### src/include/eds_pkg.sv
// constants and types for the data-space address and stack check block
package eds_pkg;
    // address widths
    localparam int unsigned EA_W    = 16;
    localparam int unsigned ADDR_W  = 24;
    localparam int unsigned WPAGE_W = 9;
    localparam int unsigned RPAGE_W = 10;
    // address map boundaries
    localparam logic [15:0] NEAR_TOP    = 16'h2000;
    localparam logic [15:0] STACK_FLOOR = 16'h0800;
    localparam logic [15:0] SP_STEP     = 16'h0002;
    localparam logic [8:0]  PAGE_NONE   = 9'h000;
    // register byte offsets on the slave bus
    localparam logic [4:0] OFF_RPAGE     = 5'h00;
    localparam logic [4:0] OFF_WPAGE     = 5'h04;
    localparam logic [4:0] OFF_STACK_LIM = 5'h08;
    localparam logic [4:0] OFF_STACK_PTR = 5'h0c;
    localparam logic [4:0] OFF_TRAP_STAT = 5'h10;
    localparam logic [4:0] OFF_LAST_ADDR = 5'h14;
    // values after reset
    localparam logic [9:0]  RPAGE_RST = 10'h001;
    localparam logic [8:0]  WPAGE_RST = 9'h001;
    localparam logic [15:0] SP_RST    = 16'h0800;
    // trap status bit positions
    localparam int unsigned TRAP_ADDR_BIT  = 0;
    localparam int unsigned TRAP_STACK_BIT = 1;
    // extra cycles an extended-space read holds the core
    localparam int unsigned EDS_READ_EXTRA = 1;
    // what a stack push carries
    typedef enum logic [1:0] {
        SRC_DATA,
        SRC_PC_LO,
        SRC_PC_CALL,
        SRC_PC_EXC
    } push_src_t;
endpackage

### src/eds_addr_stack.sv
// data-space address generation, page checks and software stack checks
`timescale 1ns/1ps
// Operation
// - write with ea bit 15 set: write page bits 8:0 above ea bits 14:0
// - indirect pointer with bit 15 set goes through the loaded page register
// - page registers never change when a pointer wraps ffff to 8000
// - extended-space writes are issued in one cycle, no stall
// - read-modify-write takes its page from the read page register
// - addresses below 8000h ignore both pages, map straight to base space
// - access at or above 8000h with page 000h raises address error trap
// - pages 001h to 1ffh each select one 32-kbyte window from 008000h up
// - 0000h to 1fffh is the near region, reachable directly too
// - stack pointer marks next free word, push post-inc, pop pre-dec
// - call pushes pc upper byte zero-extended, top bit clear
// - exception push puts status low byte beside pc upper byte
// - stack limit not reset, bit 0 reads and holds zero from its first low-byte write
// - addresses formed from stack pointer are compared with stack limit
// - push at sp equal to limit is fine; next push beyond traps
// - stack address below 0800h raises stack error trap
// - read with ea bit 15 set, read page bit 9 clear: 24-bit address
// - extended-space read costs one extra cycle, two in all
module eds_addr_stack (
    // clock and reset
    input  wire logic                  CLK_I,
    input  wire logic                  RST_N_I,
    // avalon-mm register slave
    input  wire logic [4:0]            AVS_ADDRESS_I,
    input  wire logic                  AVS_READ_I,
    input  wire logic                  AVS_WRITE_I,
    input  wire logic [3:0]            AVS_BYTEENABLE_I,
    input  wire logic [31:0]           AVS_WRITEDATA_I,
    output logic      [31:0]           AVS_READDATA_O,
    output logic                       AVS_WAITREQUEST_O,
    // data access request from address generation
    input  wire logic                  ACC_VALID_I,
    input  wire logic                  ACC_WRITE_I,
    input  wire logic                  ACC_RMW_I,
    input  wire logic                  ACC_USES_SP_I,
    input  wire logic [15:0]           ACC_EA_I,
    output logic                       ACC_READY_O,
    // stack operation request
    input  wire logic                  STK_PUSH_I,
    input  wire logic                  STK_POP_I,
    input  wire eds_pkg::push_src_t    STK_SRC_I,
    input  wire logic [15:0]           STK_WDATA_I,
    input  wire logic [22:0]           PC_I,
    input  wire logic [7:0]            SRL_I,
    // data memory access out
    output logic                       DAT_VALID_O,
    output logic                       DAT_WRITE_O,
    output logic [23:0]                DAT_ADDR_O,
    output logic                       DAT_NEAR_O,
    output logic                       DAT_PSV_O,
    // stack memory access out
    output logic                       STK_VALID_O,
    output logic                       STK_WRITE_O,
    output logic [15:0]                STK_ADDR_O,
    output logic [15:0]                STK_WDATA_O,
    // trap requests
    output logic                       ADDR_TRAP_O,
    output logic                       STACK_TRAP_O
);

    // 24-bit address from a page and an effective address
    function automatic logic [23:0] page_addr(input logic [8:0]  page,
                                              input logic [15:0] ea);
        if (ea[15]) begin
            page_addr = {page, ea[14:0]};
        end else begin
            page_addr = {8'h00, ea};
        end
    endfunction

    // registers
    logic [9:0]  rpage_q;
    logic [8:0]  wpage_q;
    logic [15:0] limit_q;
    logic        limit_set_q;
    logic [15:0] sp_q;
    logic [1:0]  trap_stat_q;
    logic [23:0] last_addr_q;
    logic        waitreq_q;
    logic [31:0] rdata_q;
    logic        ready_q;
    logic [23:0] held_addr_q;
    logic        held_near_q;
    logic        held_psv_q;

    // bus decode
    logic        bus_req;
    logic        bus_take;
    logic        bus_wr;
    logic        lo_en;
    logic        hi_en;
    logic [15:0] wdata_lo;
    logic [31:0] rd_mux;
    assign bus_req  = AVS_READ_I | AVS_WRITE_I;
    assign bus_take = bus_req & ~waitreq_q;
    assign bus_wr   = AVS_WRITE_I & bus_take;
    assign lo_en    = AVS_BYTEENABLE_I[0];
    assign hi_en    = AVS_BYTEENABLE_I[1];
    assign wdata_lo = AVS_WRITEDATA_I[15:0];

    // read mux, unmapped offsets read zero
    always_comb begin
        unique case (AVS_ADDRESS_I)
            eds_pkg::OFF_RPAGE:     rd_mux = {22'h000000, rpage_q};
            eds_pkg::OFF_WPAGE:     rd_mux = {23'h000000, wpage_q};
            eds_pkg::OFF_STACK_LIM: rd_mux = {16'h0000, limit_q};
            eds_pkg::OFF_STACK_PTR: rd_mux = {16'h0000, sp_q};
            eds_pkg::OFF_TRAP_STAT: rd_mux = {30'h00000000, trap_stat_q};
            eds_pkg::OFF_LAST_ADDR: rd_mux = {8'h00, last_addr_q};
            default:                rd_mux = 32'h00000000;
        endcase
    end

    // access path decode
    logic        acc_take;
    logic        use_rpage;
    logic [8:0]  page_sel;
    logic        ext;
    logic        program_space_window;
    logic        page_bad;
    logic        eds_read;
    logic [23:0] acc_addr;
    assign acc_take  = ACC_VALID_I & ready_q;
    assign use_rpage = ~ACC_WRITE_I | ACC_RMW_I;
    assign page_sel  = use_rpage ? rpage_q[8:0] : wpage_q;
    assign ext       = ACC_EA_I[15];
    assign program_space_window       = ext & use_rpage & rpage_q[9];
    assign page_bad  = ext & ~program_space_window & (page_sel == eds_pkg::PAGE_NONE);
    assign eds_read  = ext & ~ACC_WRITE_I;
    assign acc_addr  = page_addr(page_sel, ACC_EA_I);

    // stack path decode
    logic [15:0] sp_dec;
    logic [15:0] stk_addr;
    logic [15:0] push_word;
    logic        over_limit;
    logic        under_floor;
    logic        sp_ea_over;
    logic        sp_ea_under;
    logic        stack_err;
    assign sp_dec   = sp_q - eds_pkg::SP_STEP;
    assign stk_addr = STK_PUSH_I ? sp_q : sp_dec;
    // push past the limit only; sp equal to limit is still legal
    assign over_limit  = STK_PUSH_I & limit_set_q & (sp_q > limit_q);
    assign under_floor = (STK_PUSH_I | STK_POP_I)
                       & (stk_addr < eds_pkg::STACK_FLOOR);
    assign sp_ea_over  = acc_take & ACC_USES_SP_I & limit_set_q
                       & (ACC_EA_I > limit_q);
    assign sp_ea_under = acc_take & ACC_USES_SP_I
                       & (ACC_EA_I < eds_pkg::STACK_FLOOR);
    assign stack_err   = over_limit | under_floor | sp_ea_over | sp_ea_under;

    // word pushed for each source
    always_comb begin
        unique case (STK_SRC_I)
            eds_pkg::SRC_DATA:    push_word = STK_WDATA_I;
            eds_pkg::SRC_PC_LO:   push_word = PC_I[15:0];
            eds_pkg::SRC_PC_CALL: push_word = {9'h000, PC_I[22:16]};
            eds_pkg::SRC_PC_EXC:  push_word = {SRL_I, 1'b0, PC_I[22:16]};
        endcase
    end

    // bus handshake: one wait cycle, then data stands with waitrequest low
    always_ff @(posedge CLK_I) begin
        if (!RST_N_I) begin
            waitreq_q <= 1'b1;
            rdata_q   <= 32'h00000000;
        end else begin
            waitreq_q <= ~(bus_req & waitreq_q);
            rdata_q   <= rd_mux;
        end
    end

    // page registers, written only by software, never by pointer wrap
    always_ff @(posedge CLK_I) begin
        if (!RST_N_I) begin
            rpage_q <= eds_pkg::RPAGE_RST;
            wpage_q <= eds_pkg::WPAGE_RST;
        end else if (bus_wr && AVS_ADDRESS_I == eds_pkg::OFF_RPAGE) begin
            if (lo_en) rpage_q[7:0] <= wdata_lo[7:0];
            if (hi_en) rpage_q[9:8] <= wdata_lo[9:8];
        end else if (bus_wr && AVS_ADDRESS_I == eds_pkg::OFF_WPAGE) begin
            if (lo_en) wpage_q[7:0] <= wdata_lo[7:0];
            if (hi_en) wpage_q[8]   <= wdata_lo[8];
        end
    end

    // stack limit keeps its value through reset; low-byte writes force bit 0 to zero
    always_ff @(posedge CLK_I) begin
        if (bus_wr && AVS_ADDRESS_I == eds_pkg::OFF_STACK_LIM) begin
            if (lo_en) limit_q[7:0]  <= {wdata_lo[7:1], 1'b0};
            if (hi_en) limit_q[15:8] <= wdata_lo[15:8];
        end
    end

    // limit checks stay off until software has loaded a limit
    always_ff @(posedge CLK_I) begin
        if (!RST_N_I) begin
            limit_set_q <= 1'b0;
        end else if (bus_wr && AVS_ADDRESS_I == eds_pkg::OFF_STACK_LIM) begin
            limit_set_q <= 1'b1;
        end
    end

    // stack pointer: post-increment push, pre-decrement pop
    always_ff @(posedge CLK_I) begin
        if (!RST_N_I) begin
            sp_q <= eds_pkg::SP_RST;
        end else if (STK_PUSH_I) begin
            sp_q <= sp_q + eds_pkg::SP_STEP;
        end else if (STK_POP_I) begin
            sp_q <= sp_dec;
        end else if (bus_wr && AVS_ADDRESS_I == eds_pkg::OFF_STACK_PTR) begin
            sp_q <= {wdata_lo[15:1], 1'b0};
        end
    end

    // stack memory request, one cycle per operation
    always_ff @(posedge CLK_I) begin
        if (!RST_N_I) begin
            STK_VALID_O <= 1'b0;
            STK_WRITE_O <= 1'b0;
            STK_ADDR_O  <= 16'h0000;
            STK_WDATA_O <= 16'h0000;
        end else begin
            STK_VALID_O <= STK_PUSH_I | STK_POP_I;
            STK_WRITE_O <= STK_PUSH_I;
            STK_ADDR_O  <= stk_addr;
            STK_WDATA_O <= push_word;
        end
    end

    // data access: writes go out at once, extended reads wait one cycle
    always_ff @(posedge CLK_I) begin
        if (!RST_N_I) begin
            ready_q     <= 1'b1;
            held_addr_q <= 24'h000000;
            held_near_q <= 1'b0;
            held_psv_q  <= 1'b0;
            DAT_VALID_O <= 1'b0;
            DAT_WRITE_O <= 1'b0;
            DAT_ADDR_O  <= 24'h000000;
            DAT_NEAR_O  <= 1'b0;
            DAT_PSV_O   <= 1'b0;
            last_addr_q <= 24'h000000;
        end else if (!ready_q) begin
            ready_q     <= 1'b1;
            DAT_VALID_O <= 1'b1;
            DAT_WRITE_O <= 1'b0;
            DAT_ADDR_O  <= held_addr_q;
            DAT_NEAR_O  <= held_near_q;
            DAT_PSV_O   <= held_psv_q;
        end else if (acc_take && eds_read && !page_bad) begin
            ready_q     <= 1'b0;
            held_addr_q <= acc_addr;
            held_near_q <= 1'b0;
            held_psv_q  <= program_space_window;
            last_addr_q <= acc_addr;
            DAT_VALID_O <= 1'b0;
        end else begin
            DAT_VALID_O <= acc_take & ~page_bad;
            DAT_WRITE_O <= ACC_WRITE_I;
            DAT_ADDR_O  <= acc_addr;
            DAT_NEAR_O  <= ACC_EA_I < eds_pkg::NEAR_TOP;
            DAT_PSV_O   <= 1'b0;
            if (acc_take) last_addr_q <= acc_addr;
        end
    end

    // trap pulses and sticky status; a new error beats a clear
    always_ff @(posedge CLK_I) begin
        if (!RST_N_I) begin
            ADDR_TRAP_O  <= 1'b0;
            STACK_TRAP_O <= 1'b0;
            trap_stat_q  <= 2'b00;
        end else begin
            ADDR_TRAP_O  <= acc_take & page_bad;
            STACK_TRAP_O <= stack_err;
            if (bus_wr && AVS_ADDRESS_I == eds_pkg::OFF_TRAP_STAT && lo_en) begin
                trap_stat_q <= trap_stat_q & ~wdata_lo[1:0];
            end
            if (acc_take && page_bad) trap_stat_q[eds_pkg::TRAP_ADDR_BIT] <= 1'b1;
            if (stack_err) trap_stat_q[eds_pkg::TRAP_STACK_BIT] <= 1'b1;
        end
    end

    // outputs straight from flip-flops
    assign AVS_READDATA_O    = rdata_q;
    assign AVS_WAITREQUEST_O = waitreq_q;
    assign ACC_READY_O       = ready_q;

    chk_write_page_join: assert property (@(posedge CLK_I) disable iff (!RST_N_I)
        acc_take && ACC_WRITE_I && !ACC_RMW_I && ext && !page_bad && ready_q
        |=> DAT_VALID_O && DAT_ADDR_O == {$past(wpage_q), $past(ACC_EA_I[14:0])})
        else $error("write address not built from write page");

    chk_rmw_read_page: assert property (@(posedge CLK_I) disable iff (!RST_N_I)
        acc_take && ACC_RMW_I && ext && !page_bad
        |=> DAT_ADDR_O[23:15] == $past(rpage_q[8:0]))
        else $error("read-modify-write did not use read page");

    chk_base_direct: assert property (@(posedge CLK_I) disable iff (!RST_N_I)
        acc_take && !ext && ready_q |=> DAT_ADDR_O == {8'h00, $past(ACC_EA_I)})
        else $error("base address was paged");

    chk_page_zero_trap: assert property (@(posedge CLK_I) disable iff (!RST_N_I)
        acc_take && ext && !program_space_window && page_sel == 9'h000
        |=> ADDR_TRAP_O && !DAT_VALID_O)
        else $error("page zero did not trap");

    chk_read_extra_cycle: assert property (@(posedge CLK_I) disable iff (!RST_N_I)
        acc_take && eds_read && !page_bad && ready_q
        |=> !ready_q && !DAT_VALID_O ##1 DAT_VALID_O && !DAT_WRITE_O && ready_q)
        else $error("extended read not delayed one cycle");

    chk_write_no_stall: assert property (@(posedge CLK_I) disable iff (!RST_N_I)
        acc_take && ACC_WRITE_I |=> ready_q && DAT_VALID_O == !ADDR_TRAP_O)
        else $error("write stalled the core");

    chk_push_post_inc: assert property (@(posedge CLK_I) disable iff (!RST_N_I)
        STK_PUSH_I |=> sp_q == $past(sp_q) + 16'h0002
            && STK_ADDR_O == $past(sp_q) && STK_WRITE_O)
        else $error("push did not post-increment");

    chk_limit_equal_ok: assert property (@(posedge CLK_I) disable iff (!RST_N_I)
        STK_PUSH_I && limit_set_q && sp_q == limit_q && sp_q >= 16'h0800
        && !(acc_take && ACC_USES_SP_I)
        |=> !STACK_TRAP_O and (STK_PUSH_I |=> STACK_TRAP_O))
        else $error("limit push trapped or next push did not");

    chk_underflow_trap: assert property (@(posedge CLK_I) disable iff (!RST_N_I)
        STK_POP_I && !STK_PUSH_I && sp_dec < 16'h0800 |=> STACK_TRAP_O)
        else $error("stack underflow did not trap");

    chk_call_msb_clear: assert property (@(posedge CLK_I) disable iff (!RST_N_I)
        STK_PUSH_I && STK_SRC_I == eds_pkg::SRC_PC_CALL
        |=> STK_WDATA_O[15:7] == 9'h000)
        else $error("call push upper bits not clear");

    chk_limit_bit0_zero: assert property (@(posedge CLK_I) disable iff (!RST_N_I)
        limit_set_q |-> limit_q[0] == 1'b0)
        else $error("stack limit bit 0 set");

    chk_trap_one_cycle: assert property (@(posedge CLK_I) disable iff (!RST_N_I)
        ADDR_TRAP_O |-> $past(acc_take) && !$past(ready_q) == 1'b0)
        else $error("address trap without a taken access");

endmodule
### config.mk
export PLATFORM = sky130hd
export DESIGN_NAME = eds_addr_stack
export DESIGN_NICKNAME = d
export VERILOG_FILES = /design/src/include/eds_pkg.sv /design/src/eds_addr_stack.sv
export SDC_FILE = /design/constraint.sdc
export NUM_CORES = 1
export LEC_CHECK = 0
export BUFFER_PORTS_ARGS = -buffer_cell sky130_fd_sc_hd__buf_2
export CELL_PAD_IN_SITES_DETAIL_PLACEMENT = 1
export CELL_PAD_IN_SITES_GLOBAL_PLACEMENT = 2
export CORE_MARGIN = 1.5
export CORE_UTILIZATION = 35
export DETAILED_ROUTE_END_ITERATION = 10
export PLACE_DENSITY_LB_ADDON = 0.25
export SYNTH_ARGS = -nofsm -noshare
export SYNTH_HDL_FRONTEND = slang
export SYNTH_SLANG_ARGS = --single-unit
### constraint.sdc
create_clock -name CLK_I -period 4.23 [get_ports CLK_I]
set_input_delay 0.6345 -clock CLK_I [delete_from_list [all_inputs] [get_ports CLK_I]]
set_output_delay 0.6345 -clock CLK_I [all_outputs]
set_load 0.02 [all_outputs]
Yosys cells after proc, flatten, opt, wreduce, memory -nomap -nowiden

Index checks and enable logic that the tools add are counted.

$add $sub $neg: 2
Multipliers: 0
Div/mod/pow operators: 0
$lt $le $gt $ge: 5
Equal/unequal tests: 9
Shift-type cells: 0
Multiplexer cells: 22
Bitwise gates (word level): 32
Reductions and logical operators: 26

Operators by type and width:

| kind                  | number |
|---|---|
| $pmux 24 s6           | 1 |
| $mux 24               | 5 |
| $mux 16               | 4 |
| $pmux 16 s4           | 1 |
| $gt 16x16->1          | 2 |
| $lt 16x12->1 const B  | 2 |
| $and 1x1->1           | 18 |
| $add 16x2->16 const B | 1 |
| $lt 16x14->1 const B  | 1 |
| $sub 16x2->16 const B | 1 |
| $reduce_and 2->1      | 7 |
| $eq 5x4->1 const B    | 2 |
| $eq 5x5->1 const B    | 2 |
| $logic_and 1x1->1     | 9 |
| $logic_not 9->1       | 1 |
| $mux 1                | 9 |
| $mux 9                | 1 |
| $not 1->1             | 6 |
| $or 1x1->1            | 6 |
| $reduce_and 3->1      | 2 |
| $reduce_bool 2->1     | 3 |
| $eq 5x3->1 const B    | 1 |
| $logic_not 5->1       | 1 |
| $eq 2x2->1 const B    | 2 |
| other kinds (8)       | 8 |

Register bits after elaboration: 200
Latch bits: 0
Memory bits (writable): 0
ROM bits: 0
Input port bits: 116
Output and inout port bits: 98
Logic and storage cells: 123
Memories kept: 0

Depth between registers and ports, before layout

Gate-level depths: netlist of the first run.

Word-level depth: 11
Mapped depth: 9
Gate-level depth less buffers: 7

Worst setup path before layout of the first run

No wires, ideal clock.

Path type: reg-to-reg
Start point: register sp_q[1]
End point: register sp_q[7]
Arrival time: 2.190 ns
Slack: 1.980 ns
Cell stages (with the launch flop): 10
Cell sequence: dfxtp_1 -> clkbuf_1 -> inv_1 -> ha_1 -> or3b_1 -> clkbuf_1 -> or3_1 -> xor2_1 -> a211oi_1 -> o221a_1

Word-level cells in the longest chain between the ends: 3
Elaborated cells on any way between the ends: 4
Those cells by class: add/sub: 2; mux: 2

RTL lines:

| element                | RTL line              | RTL |
|---|---|---|
| from (decl)            | eds_addr_stack.sv:79  | `logic [15:0] sp_q;` |
| from (signal assigned) | eds_addr_stack.sv:211 | `sp_q <= eds_pkg::SP_RST;` |
| from (signal assigned) | eds_addr_stack.sv:213 | `sp_q <= sp_q + eds_pkg::SP_STEP;` |
| from (signal assigned) | eds_addr_stack.sv:215 | `sp_q <= sp_dec;` |
| $sub 16x2->16          | eds_addr_stack.sv:144 | `assign sp_dec = sp_q - eds_pkg::SP_STEP;` |
| $mux 16                | eds_addr_stack.sv:214 | `end else if (STK_POP_I) begin` |
| $mux 16 *              | eds_addr_stack.sv:212 | `end else if (STK_PUSH_I) begin` |

Mark *: on every way between the ends. The rest lies on a longest branch, timed or not.
A chain may end at the register's enable or synchronous reset.

Final worst setup path of the first run

Start point: input ACC_WRITE_I
End point: register DAT_ADDR_O[17]

Word-level cells in the longest chain between the ends: 10
Elaborated cells on any way between the ends: 17
Those cells by class: eq/ne: 1; mux: 4; bitwise: 8; reduce/logical: 4

RTL lines:

| element                     | RTL line                                     | RTL |
|---|---|---|
| from (decl)                 | eds_addr_stack.sv:36                         | `input wire logic ACC_WRITE_I,` |
| $not 1->1 *                 | eds_addr_stack.sv:127, eds_addr_stack.sv:132 |  |
| $or 1x1->1                  | eds_addr_stack.sv:127                        | `assign use_rpage = ~ACC_WRITE_I \| ACC_RMW_I;` |
| $and 1x1->1 (2 in series)   | eds_addr_stack.sv:130                        | `assign program_space_window = ext & use_rpage & rpage_q[9];` |
| $not 1->1                   | eds_addr_stack.sv:131                        | `assign page_bad = ext & ~program_space_window & (page_sel == eds_pkg::PAGE_NONE);` |
| $and 1x1->1 (2 in series)   | eds_addr_stack.sv:131                        |  |
| $logic_not 1->1             | eds_addr_stack.sv:256                        | `end else if (acc_take && eds_read && !page_bad) begin` |
| $logic_and 1x1->1           | eds_addr_stack.sv:256                        |  |
| $ne 2x2->1 (no source line) | -                                            |  |
| to (signal assigned)        | eds_addr_stack.sv:253                        | `DAT_ADDR_O <= held_addr_q;` |
| to (signal assigned)        | eds_addr_stack.sv:266                        | `DAT_ADDR_O <= acc_addr;` |
| to (decl)                   | eds_addr_stack.sv:51                         | `output logic [23:0] DAT_ADDR_O,` |

Mark *: on every way between the ends. The rest lies on a longest branch, timed or not. The select of a mux whose other input is x is not followed.

==> flow_summary.json, run 1 <==
{
  "setup_viol": 0,
  "grt-busiest-layer": "met2",
  "clock_path_buffers": 2,
  "arrival_ps": 2960,
  "ctsHtreeMaxLevel": 4,
  "cp-end-kind": "flip-flop",
  "syn_to_final_growth_pct": 18.1,
  "required_ps": 4570,
  "drt_iter0_markers": 480,
  "hp-class": "input port to flip-flop",
  "insertion_delay_ps": 440,
  "port_buffers": 186,
  "die_w_um": 165,
  "antenna_found_initial": 0,
  "hpwl_um": 21400,
  "synthDistinctLibCells": 70,
  "cts_inserted_buffers": 17,
  "ys_seq_area_share_pct": 43.3,
  "use_met2_pct": 36.7,
  "num-fill-cells": 3013,
  "clkTransAtPathRegs_ps": 80,
  "cts_setup_buffers": 0,
  "num_vias": 8061,
  "critical_path_class": "input port to flip-flop",
  "avgSynthCellArea_um2": 8.86,
  "power.share.combinational_pct": 13.6,
  "max-vdd-ir-drop_mv": 0.187,
  "final.setup.tns_ps": 0,
  "stdcell_area_um2": 10800,
  "use_met3_pct": 3.82,
  "timing.final.crit_share_pct": 61.9,
  "synth_ff_type": "dfxtp_1",
  "sequentialPowerShare_pct": 46.2,
  "layout_common_cells": "buf_2, dfxtp_1, nor2_1, nand2_1, a21oi_1",
  "grt_pass1_vias": 8106,
  "p_sw_share_pct": 29.1,
  "root_buffer": "clkbuf_16",
  "dieArea_um2": 27100,
  "p_per_area_nw_per_um2": 393,
  "grt_setup_unrepaired": "false",
  "ctsHoldBuffers": 0,
  "synth_edf_count": 15,
  "dpl_cell_area_um2": 10200,
  "cts_resized": 0,
  "skew_ps": 11.7,
  "final_nets": 1313,
  "cts_tree": "built",
  "synth_warnings": 0,
  "tightest_slew_ps": 1120,
  "core-area_um2": 25400,
  "p_leak_nw": 4.70,
  "slew_viol_final": 0,
  "gr-usage-all-layers_pct": 22.3,
  "dr.pass1.iters": 5,
  "drive_above_1_share_pct": 22.2,
  "grt_pass1_wl_um": 46000,
  "ys_async_sr_fraction_pct": 0,
  "synth_seq_cells": 190,
  "gr-total-overflow": 0,
  "io_pins": 214,
  "p_int_mw": 3.01,
  "start_kind": "input port",
  "clock.fmax_ghz": 0.382,
  "grt_max_degree": 66,
  "switchingPower_mw": 1.24,
  "max_slew_margin_pct": 25.4,
  "syn_area_um2": 9140,
  "gp_congestion": 0.783,
  "yosys.area.top_type": "dfxtp_1",
  "syn_inst": 1031,
  "antenna_cells": 0,
  "floorplan.initialDensity_pct": 36.0,
  "via_per_inst": 5.35,
  "finalHoldViolCount": 0,
  "outcome": "completed",
  "netlist.area_leader.share_pct": 38.3,
  "wl_per_cell_um": 19.4,
  "crit_fanout": 65,
  "synth_area_leaders": "dfxtp_1, mux2i_1, nor2_1, edfxtp_1, a21oi_1",
  "wl_um": 29300,
  "met1_usage_pct": 30.2,
  "clock_sinks": 190,
  "drv_cap": 0,
  "period_minus_slack_ps": 2620,
  "final_common_cell": "buf_2",
  "dieHeight_um": 165,
  "num_rows": 58,
  "drcViolationCount": 0,
  "clock_power_share_pct": 40.2,
  "ant_nets": 0
}
## synthesized netlist by cell type, types with 12 or more instances
cell and instances:
a22oi_1 15, dfxtp_1 175, nor3_1 20, nand2_1 113, and2_1 12, clkbuf_1 57, xnor2_1 14, nor2b_1 15
o21ai_0 16, edfxtp_1 15, ha_1 32, mux2i_1 63, a211oi_1 48, buf_1 12, nand3_1 17, a21oi_1 85
mux2_2 14, nor2_1 122, inv_1 20
## area by class of cell
| type | instances | area (um^2) | share of cell area, % |
|---|---|---|---|
| repair buffers | 199 | 1030 | 9.53 |
| clock inverters | 13 | 141 | 1.31 |
| multi-input cells | 737 | 4700 | 43.6 |
| clock buffers | 19 | 475 | 4.40 |
| inverters | 20 | 77.6 | 0.719 |
| well taps | 330 | 413 | 3.83 |
| flip-flops and latches | 190 | 3960 | 36.6 |
## path summary, 6_finish.rpt
check	from	cells after the start	end	slack, ps
worst max-delay path	ACC_WRITE_I	6	DAT_ADDR_O[17]$_SDFFE_PN0N_	1610
worst min-delay path	AVS_WRITEDATA_I[13]	1	limit_q[13]$_DFFE_PP_	400
worst max register to register	sp_q[1]$_SDFFE_PN0P_	7	sp_q[7]$_SDFFE_PN0P_	1760
worst min register to register	last_addr_q[22]$_SDFFE_PN0P_	2	last_addr_q[22]$_SDFFE_PN0P_	450
## cell families (layout without fill, tap and decap cells)
group	Yosys count	count (layout)	share of synthesized area [%]
compound gates	228	228	16.5
simple gates	370	370	19.3
xor+xnor	21	21	2.01
fa+ha+maj	32	32	4.38
other cells	1	9	0.0410
buf+inv	112	251	5.82
mux	77	77	8.63
flops	190	190	43.3
## routing by layer
metal,up-vias,part of all wire (%)
met5,-,0
met4,0,1.3
met1,3862,47
met3,27,5.2
met2,226,46
li1,3946,-
## registers in the layout, indices dropped and copies added (netlist names), 2 cells and up
signal and flops:
AVS_READDATA_O 24, limit_q 15, trap_stat_q 2, DAT_ADDR_O 24, last_addr_q 24, sp_q 15, rpage_q 10, wpage_q 9
held_addr_q 24, STK_ADDR_O 15, STK_WDATA_O 16
## through the flow
step | util [%] | instances | hold WS [ps] | total power, mW | worst slack [ps]
after floorplan | - | 1039 | 430 | 2.37 | 1980
after global placement | 40.1 | 1476 | 440 | 2.57 | 1200
after detailed placement | 40.1 | 1476 | 442 | 2.58 | 1170
after CTS | 42.5 | 1508 | 386 | 4.29 | 1630
after global routing | 42.5 | 1508 | 389 | 4.42 | 1400
final | 42.5 | 1508 | 400 | 4.25 | 1610
## worst max-delay path, cell delays in order
cell and delay (ps):
buf_2 140, nand2b_1 480, and4_1 410, or3_2 900, nor2_1 90, a211oi_1 270
## power by group through the flow
| stage | combinational, mW | sequential (mW) | clock [mW] |
|---|---|---|---|
| CTS | 0.581 | 1.96 | 1.74 |
| detailed placement | 0.577 | 2.00 | 0 |
| floorplan | 0.362 | 2.01 | 0 |
| global route | 0.636 | 1.97 | 1.81 |
| global placement | 0.571 | 2.00 | 0 |
| finish | 0.576 | 1.96 | 1.71 |
Power figures use the tool's default switching activity.
==> run 2: changes to the inputs <==
- ABC_AREA: not set -> 1
- CORE_UTILIZATION: 35 -> 30
- clock period: 4.23 -> 2.42 ns (I/O delays scaled with it)
==> flow_summary.json, run 2 <==
{
  "grt_max_degree": 85,
  "clock_path_buffers": 2,
  "dieArea_um2": 31500,
  "power.share.combinational_pct": 15.7,
  "synth_warnings": 0,
  "dieHeight_um": 177,
  "finalWorstSetupSlack_ps": 269,
  "pre_cts_slack_ps": 180,
  "skew_ps": 15.4,
  "p_per_area_nw_per_um2": 663,
  "start_kind": "flip-flop",
  "cts_inserted_buffers": 17,
  "cp-end-kind": "flip-flop",
  "crit_fanout": 6,
  "grt_pass1_wl_um": 49000,
  "netlist.area_leader.share_pct": 38.4,
  "io_pins": 214,
  "via_per_inst": 4.84,
  "p_sw_share_pct": 30.5,
  "rr_startpoint": "sp_q[2]$_SDFFE_PN0P_",
  "clock.fmax_ghz": 0.465,
  "total_power_mw": 7.38,
  "root_buffer": "clkbuf_16",
  "yosysMostFrequentCell": "nand2_1",
  "ant_nets": 0,
  "yosys.area.top_type": "dfxtp_1",
  "cts_tree": "built",
  "core-area_um2": 29800,
  "yosys.area_share.adder_pct": 4.39,
  "die_w_um": 177,
  "grt_setup_unrepaired": "false",
  "switchingPower_mw": 2.25,
  "finalHoldViolCount": 0,
  "p_leak_nw": 5.27,
  "synth_mux_area_share_pct": 0,
  "hp-start": "AVS_WRITEDATA_I[13]",
  "floorplan.initialDensity_pct": 30.6,
  "drcViolationCount": 0,
  "timing.final.crit_share_pct": 88.9,
  "tightest_slew_ps": 1140,
  "syn_to_final_growth_pct": 22.2,
  "synthDistinctLibCells": 42,
  "max-vdd-ir-drop_mv": 0.480,
  "final_nets": 1579,
  "hp-class": "input port to flip-flop",
  "hpwl_um": 24000,
  "ctsHoldBuffers": 0,
  "sequentialPowerShare_pct": 46.3,
  "setup_viol": 0,
  "worstRegToRegCells": 12,
  "gr-usage-all-layers_pct": 20.4,
  "critical_path_class": "flip-flop to flip-flop",
  "dr.pass1.iters": 5,
  "synth_compound_area_share_pct": 16.9,
  "antenna_cells": 0,
  "drt_iter0_markers": 447,
  "slew_viol_final": 0,
  "min_path_cells": 1,
  "cts_setup_buffers": 0,
  "outcome": "completed",
  "max_slew_margin_pct": 24.0,
  "num_vias": 8871,
  "synthSimpleGateAreaFrac_pct": 25.5,
  "required_ps": 2820,
  "layout_common_cells": "nand2_1, buf_2, dfxtp_1, nor2_1, inv_1",
  "clkTransAtPathRegs_ps": 80,
  "final_common_cell": "nand2_1",
  "syn_area_um2": 9120,
  "period_minus_slack_ps": 2150,
  "ys_seq_area_share_pct": 43.3,
  "netlist_top_cells_count": "nand2_1, dfxtp_1, nor2_1",
  "synth_top_family_by_area": "simple AND/OR/NAND/NOR gates",
  "num-fill-cells": 3775,
  "setup.worst_path.start": "sp_q[2]$_SDFFE_PN0P_",
  "gr-total-overflow": 0,
  "avgSynthCellArea_um2": 7.30,
  "drive_above_1_share_pct": 21.8,
  "synth_area_leaders": "dfxtp_1, nand2_1, nor2_1, edfxtp_1, inv_1",
  "synth_seq_cells": 190,
  "cts_resized": 0,
  "ys_async_sr_fraction_pct": 0,
  "p_int_mw": 5.13,
  "num_rows": 63,
  "final.setup.tns_ps": 0,
  "clock_sinks": 190,
  "wl_um": 32000,
  "wl_per_cell_um": 17.5,
  "gp_congestion": 0.801,
  "clock_power_share_pct": 38.0,
  "drv_cap": 0,
  "syn_inst": 1249,
  "grt_pass1_vias": 8744,
  "synth_edf_count": 15,
  "synth_ff_type": "dfxtp_1",
  "port_buffers": 186,
  "insertion_delay_ps": 460,
  "arrival_ps": 2550,
  "synth_xor_area_share_pct": 0.864,
  "ctsHtreeMaxLevel": 4,
  "antenna_found_initial": 0
}
-- run 2: cell types whose count changed after synthesis, sizes merged, moves of 10 or more --
cell,previous run,this run
a211oi,48,1
and2,12,1
nand3,17,82
nor3,22,11
clkbuf,61,40
and3,10,0
nand2,113,258
nor2b,15,0
mux2,14,0
o21ai,17,141
xnor2,14,1
nor2,122,183
inv,20,117
mux2i,63,0
-- run 2: layout make-up --
type	instances	area [um^2]	share of cell area, %
inverter	121	454	4.08
timing repair buffer	224	1290	11.6
clock inverter	14	121	1.09
sequential	190	3950	35.5
multi-input combinational	877	4380	39.3
clock buffer	18	450	4.04
tap	390	488	4.38
-- run 2: power groups by stage --
stage / Combinational, mW / Sequential, mW / Clock [mW]
3_3_place_gp: 1.15 / 3.49 / 0
6_report: 1.16 / 3.42 / 2.80
3_5_place_dp: 1.16 / 3.49 / 0
5_1_grt: 1.29 / 3.44 / 3.01
2_1_floorplan: 0.639 / 3.56 / 0
4_1_cts: 1.17 / 3.42 / 2.90
-- run 2: metrics by stage --
stage | hold WS, ps | instances | instance area (um^2) | util (%)
6_report | 104 | 1834 | 11100 | 37.4
4_1_cts | 84.2 | 1834 | 11100 | 37.4
2_1_floorplan | 412 | 1257 | 9150 | -
5_1_grt | 86.1 | 1834 | 11100 | 37.4
3_5_place_dp | 430 | 1802 | 10600 | 35.5
3_3_place_gp | 431 | 1802 | 10600 | 35.5
-- run 2: worst max-delay path: stages (launching register included) --
cell	delay (ps)
dfxtp_1	390
inv_1	150
ha_1	270
nand2_1	120
nor2_2	270
nand3_1	110
nand3_1	130
nand2_1	70
nor2_1	130
nand3_1	160
nand2_1	90
nand2_1	120
nand2_1	90
-- run 2: logic make-up after synthesis --
| logic type | Yosys count |
|---|---|
| compound gates | 279 |
| simple gates | 548 |
| flops | 190 |
| buf+inv | 190 |
| other cells | 1 |
| fa+ha+maj | 32 |
| xor+xnor | 9 |
-- run 2: per-layer routing --
metal,GRT usage [%],wire length [um]
met1,27.2,15100
met2,33.6,15200
met3,3.66,1210
met4,5.85,535
met5,0,0
-- run 2: final timing paths --
| check | endpoint | slack (ps) |
|---|---|---|
| setup / recovery | trap_stat_q[1]$_SDFFE_PN0P_ | 270 |
| hold / removal | limit_q[13]$_DFFE_PP_ | 100 |
| setup reg to reg | trap_stat_q[1]$_SDFFE_PN0P_ | 270 |
| hold reg to reg | AVS_READDATA_O[16]$_SDFF_PN0_ | 450 |
==> run 3: changes to the inputs <==
- ABC_AREA: 1 -> not set
- CORE_UTILIZATION: 30 -> 32
- GPL_TIMING_DRIVEN: not set -> 0
==> flow_summary.json, run 3 (synthesized netlist as in run 1, its figures left out) <==
{
  "crit_chain": "buf_2, nor4b_2, clkbuf_1, and3_1",
  "setup_viol": 0,
  "skew_ps": 18.2,
  "num_vias": 8586,
  "syn_to_final_growth_pct": 22.4,
  "timing.final.crit_share_pct": 96.1,
  "grt_pass1_wl_um": 51100,
  "wl_met2_um": 15400,
  "die_w_um": 172,
  "max_slew_margin_pct": 23.5,
  "clock.fmax_ghz": 0.430,
  "drv_cap": 0,
  "hp-start": "AVS_WRITEDATA_I[15]",
  "ctsHtreeMaxLevel": 4,
  "crit_fanout": 10,
  "required_ps": 2510,
  "utilization_pct": 40.0,
  "antenna_found_initial": 0,
  "dr.pass1.iters": 7,
  "outcome": "completed",
  "ant_nets": 0,
  "insertion_delay_ps": 440,
  "hold-worst-slack_ps": 124,
  "slowest_stage": "nor4b_2",
  "clkTransAtPathRegs_ps": 70,
  "p_leak_nw": 4.84,
  "clock_sinks": 190,
  "hpwl_um": 26200,
  "ff2ff_setup_slack_ps": 100,
  "dieArea_um2": 29600,
  "cts_tree": "built",
  "critical_path_class": "input port to flip-flop",
  "wl_per_cell_um": 20.7,
  "antenna_cells": 0,
  "finalWorstSetupSlack_ps": 94.6,
  "pre_cts_slack_ps": -401,
  "cp-end-kind": "flip-flop",
  "sequentialPowerShare_pct": 46.0,
  "final_common_cell": "buf_2",
  "top_layer_used": "met4",
  "min_to": "limit_q[15]$_DFFE_PP_",
  "floorplan.initialDensity_pct": 32.7,
  "min_path_cells": 1,
  "grt_setup_unrepaired": "false",
  "drt_iter0_markers": 681,
  "period_minus_slack_ps": 2330,
  "gr-usage-all-layers_pct": 23.3,
  "ctsHoldBuffers": 0,
  "worstRegToRegCells": 8,
  "grt_max_degree": 19,
  "crit_family": "simple AND/OR/NAND/NOR gates",
  "slew_viol_final": 0,
  "final.setup.tns_ps": 0,
  "dpl_cell_area_um2": 10600,
  "r2r-end": "sp_q[7]$_SDFFE_PN0P_",
  "arrival_ps": 2410,
  "final_nets": 1388,
  "post-place-cells": 1599,
  "gp_congestion": 0.867,
  "cts_inserted_buffers": 17,
  "stdcell_area_um2": 11200,
  "met3_length_um": 2100,
  "drive_above_1_share_pct": 22.7,
  "slowest_delay_ps": 910,
  "tightest_slew_ps": 1150,
  "wl_met1_um": 15600,
  "p_per_area_nw_per_um2": 657,
  "crit_buf_inv": 2,
  "switchingPower_mw": 2.23,
  "total_power_mw": 7.34,
  "layout_common_cells": "buf_2, dfxtp_1, nor2_1, nand2_1, a21oi_1",
  "num_rows": 61,
  "p_sw_share_pct": 30.3,
  "dieHeight_um": 172,
  "p_int_mw": 5.11,
  "clock_path_buffers": 2,
  "grt_pass1_vias": 8556,
  "io_pins": 214,
  "stdcell_count": 1630,
  "finalHoldViolCount": 0,
  "rr_startpoint": "sp_q[1]$_SDFFE_PN0P_",
  "clock_power_share_pct": 37.7,
  "max-vdd-ir-drop_mv": 0.405,
  "via_per_inst": 5.27,
  "root_buffer": "clkbuf_16",
  "wl_um": 33800,
  "hp-class": "input port to flip-flop",
  "power.share.combinational_pct": 16.2,
  "drcViolationCount": 0,
  "core-area_um2": 27900,
  "gr-total-overflow": 0,
  "start_kind": "input port",
  "port_buffers": 182
}
==> run 3: worst max path at each step <==
stage                                         end  cells after the start  slack, ps                 start
after global placement    STACK_TRAP_O$_SDFF_PN0_                      9       -460  sp_q[1]$_SDFFE_PN0P_
after detailed placement  STACK_TRAP_O$_SDFF_PN0_                      9       -400  sp_q[1]$_SDFFE_PN0P_
after CTS                    sp_q[7]$_SDFFE_PN0P_                      8         20  sp_q[1]$_SDFFE_PN0P_
after global routing        sp_q[13]$_SDFFE_PN0P_                      9         20  sp_q[1]$_SDFFE_PN0P_
after floorplan              sp_q[7]$_SDFFE_PN0P_                      9        170  sp_q[1]$_SDFFE_PN0P_
final                        limit_q[9]$_DFFE_PP_                      4         90      AVS_ADDRESS_I[1]
==> run 3: power groups by stage <==
stage	clock, mW	sequential [mW]	combinational (mW)
6_report	2.77	3.38	1.19
4_1_cts	2.83	3.38	1.18
3_3_place_gp	0	3.44	1.15
3_5_place_dp	0	3.44	1.16
2_1_floorplan	0	3.52	0.633
5_1_grt	2.96	3.39	1.30
==> run 3: layer usage <==
metal | up-vias | global-route usage [%]
met4 | 0 | 6.69
li1 | 4095 | -
met5 | - | 0
met1 | 4117 | 31.2
met2 | 329 | 37.8
met3 | 45 | 4.67
==> run 3: cell type report <==
type | instances | area, um^2
fill | 3413 | 16800
clock inverter | 13 | 126
buffer | 90 | 469
clock buffer | 18 | 439
inverter | 20 | 75.1
tap | 378 | 473
sequential | 190 | 3960
timing repair buffer | 184 | 926
multi-input combinational | 737 | 4720
==> run 3: what timing repair did <==
action	CTS	global route
gates resized for setup	11	16
setup buffers	2	0
setup endpoints to repair	16	53
gates cloned	0	0
endpoints found under the hold margin	0	0
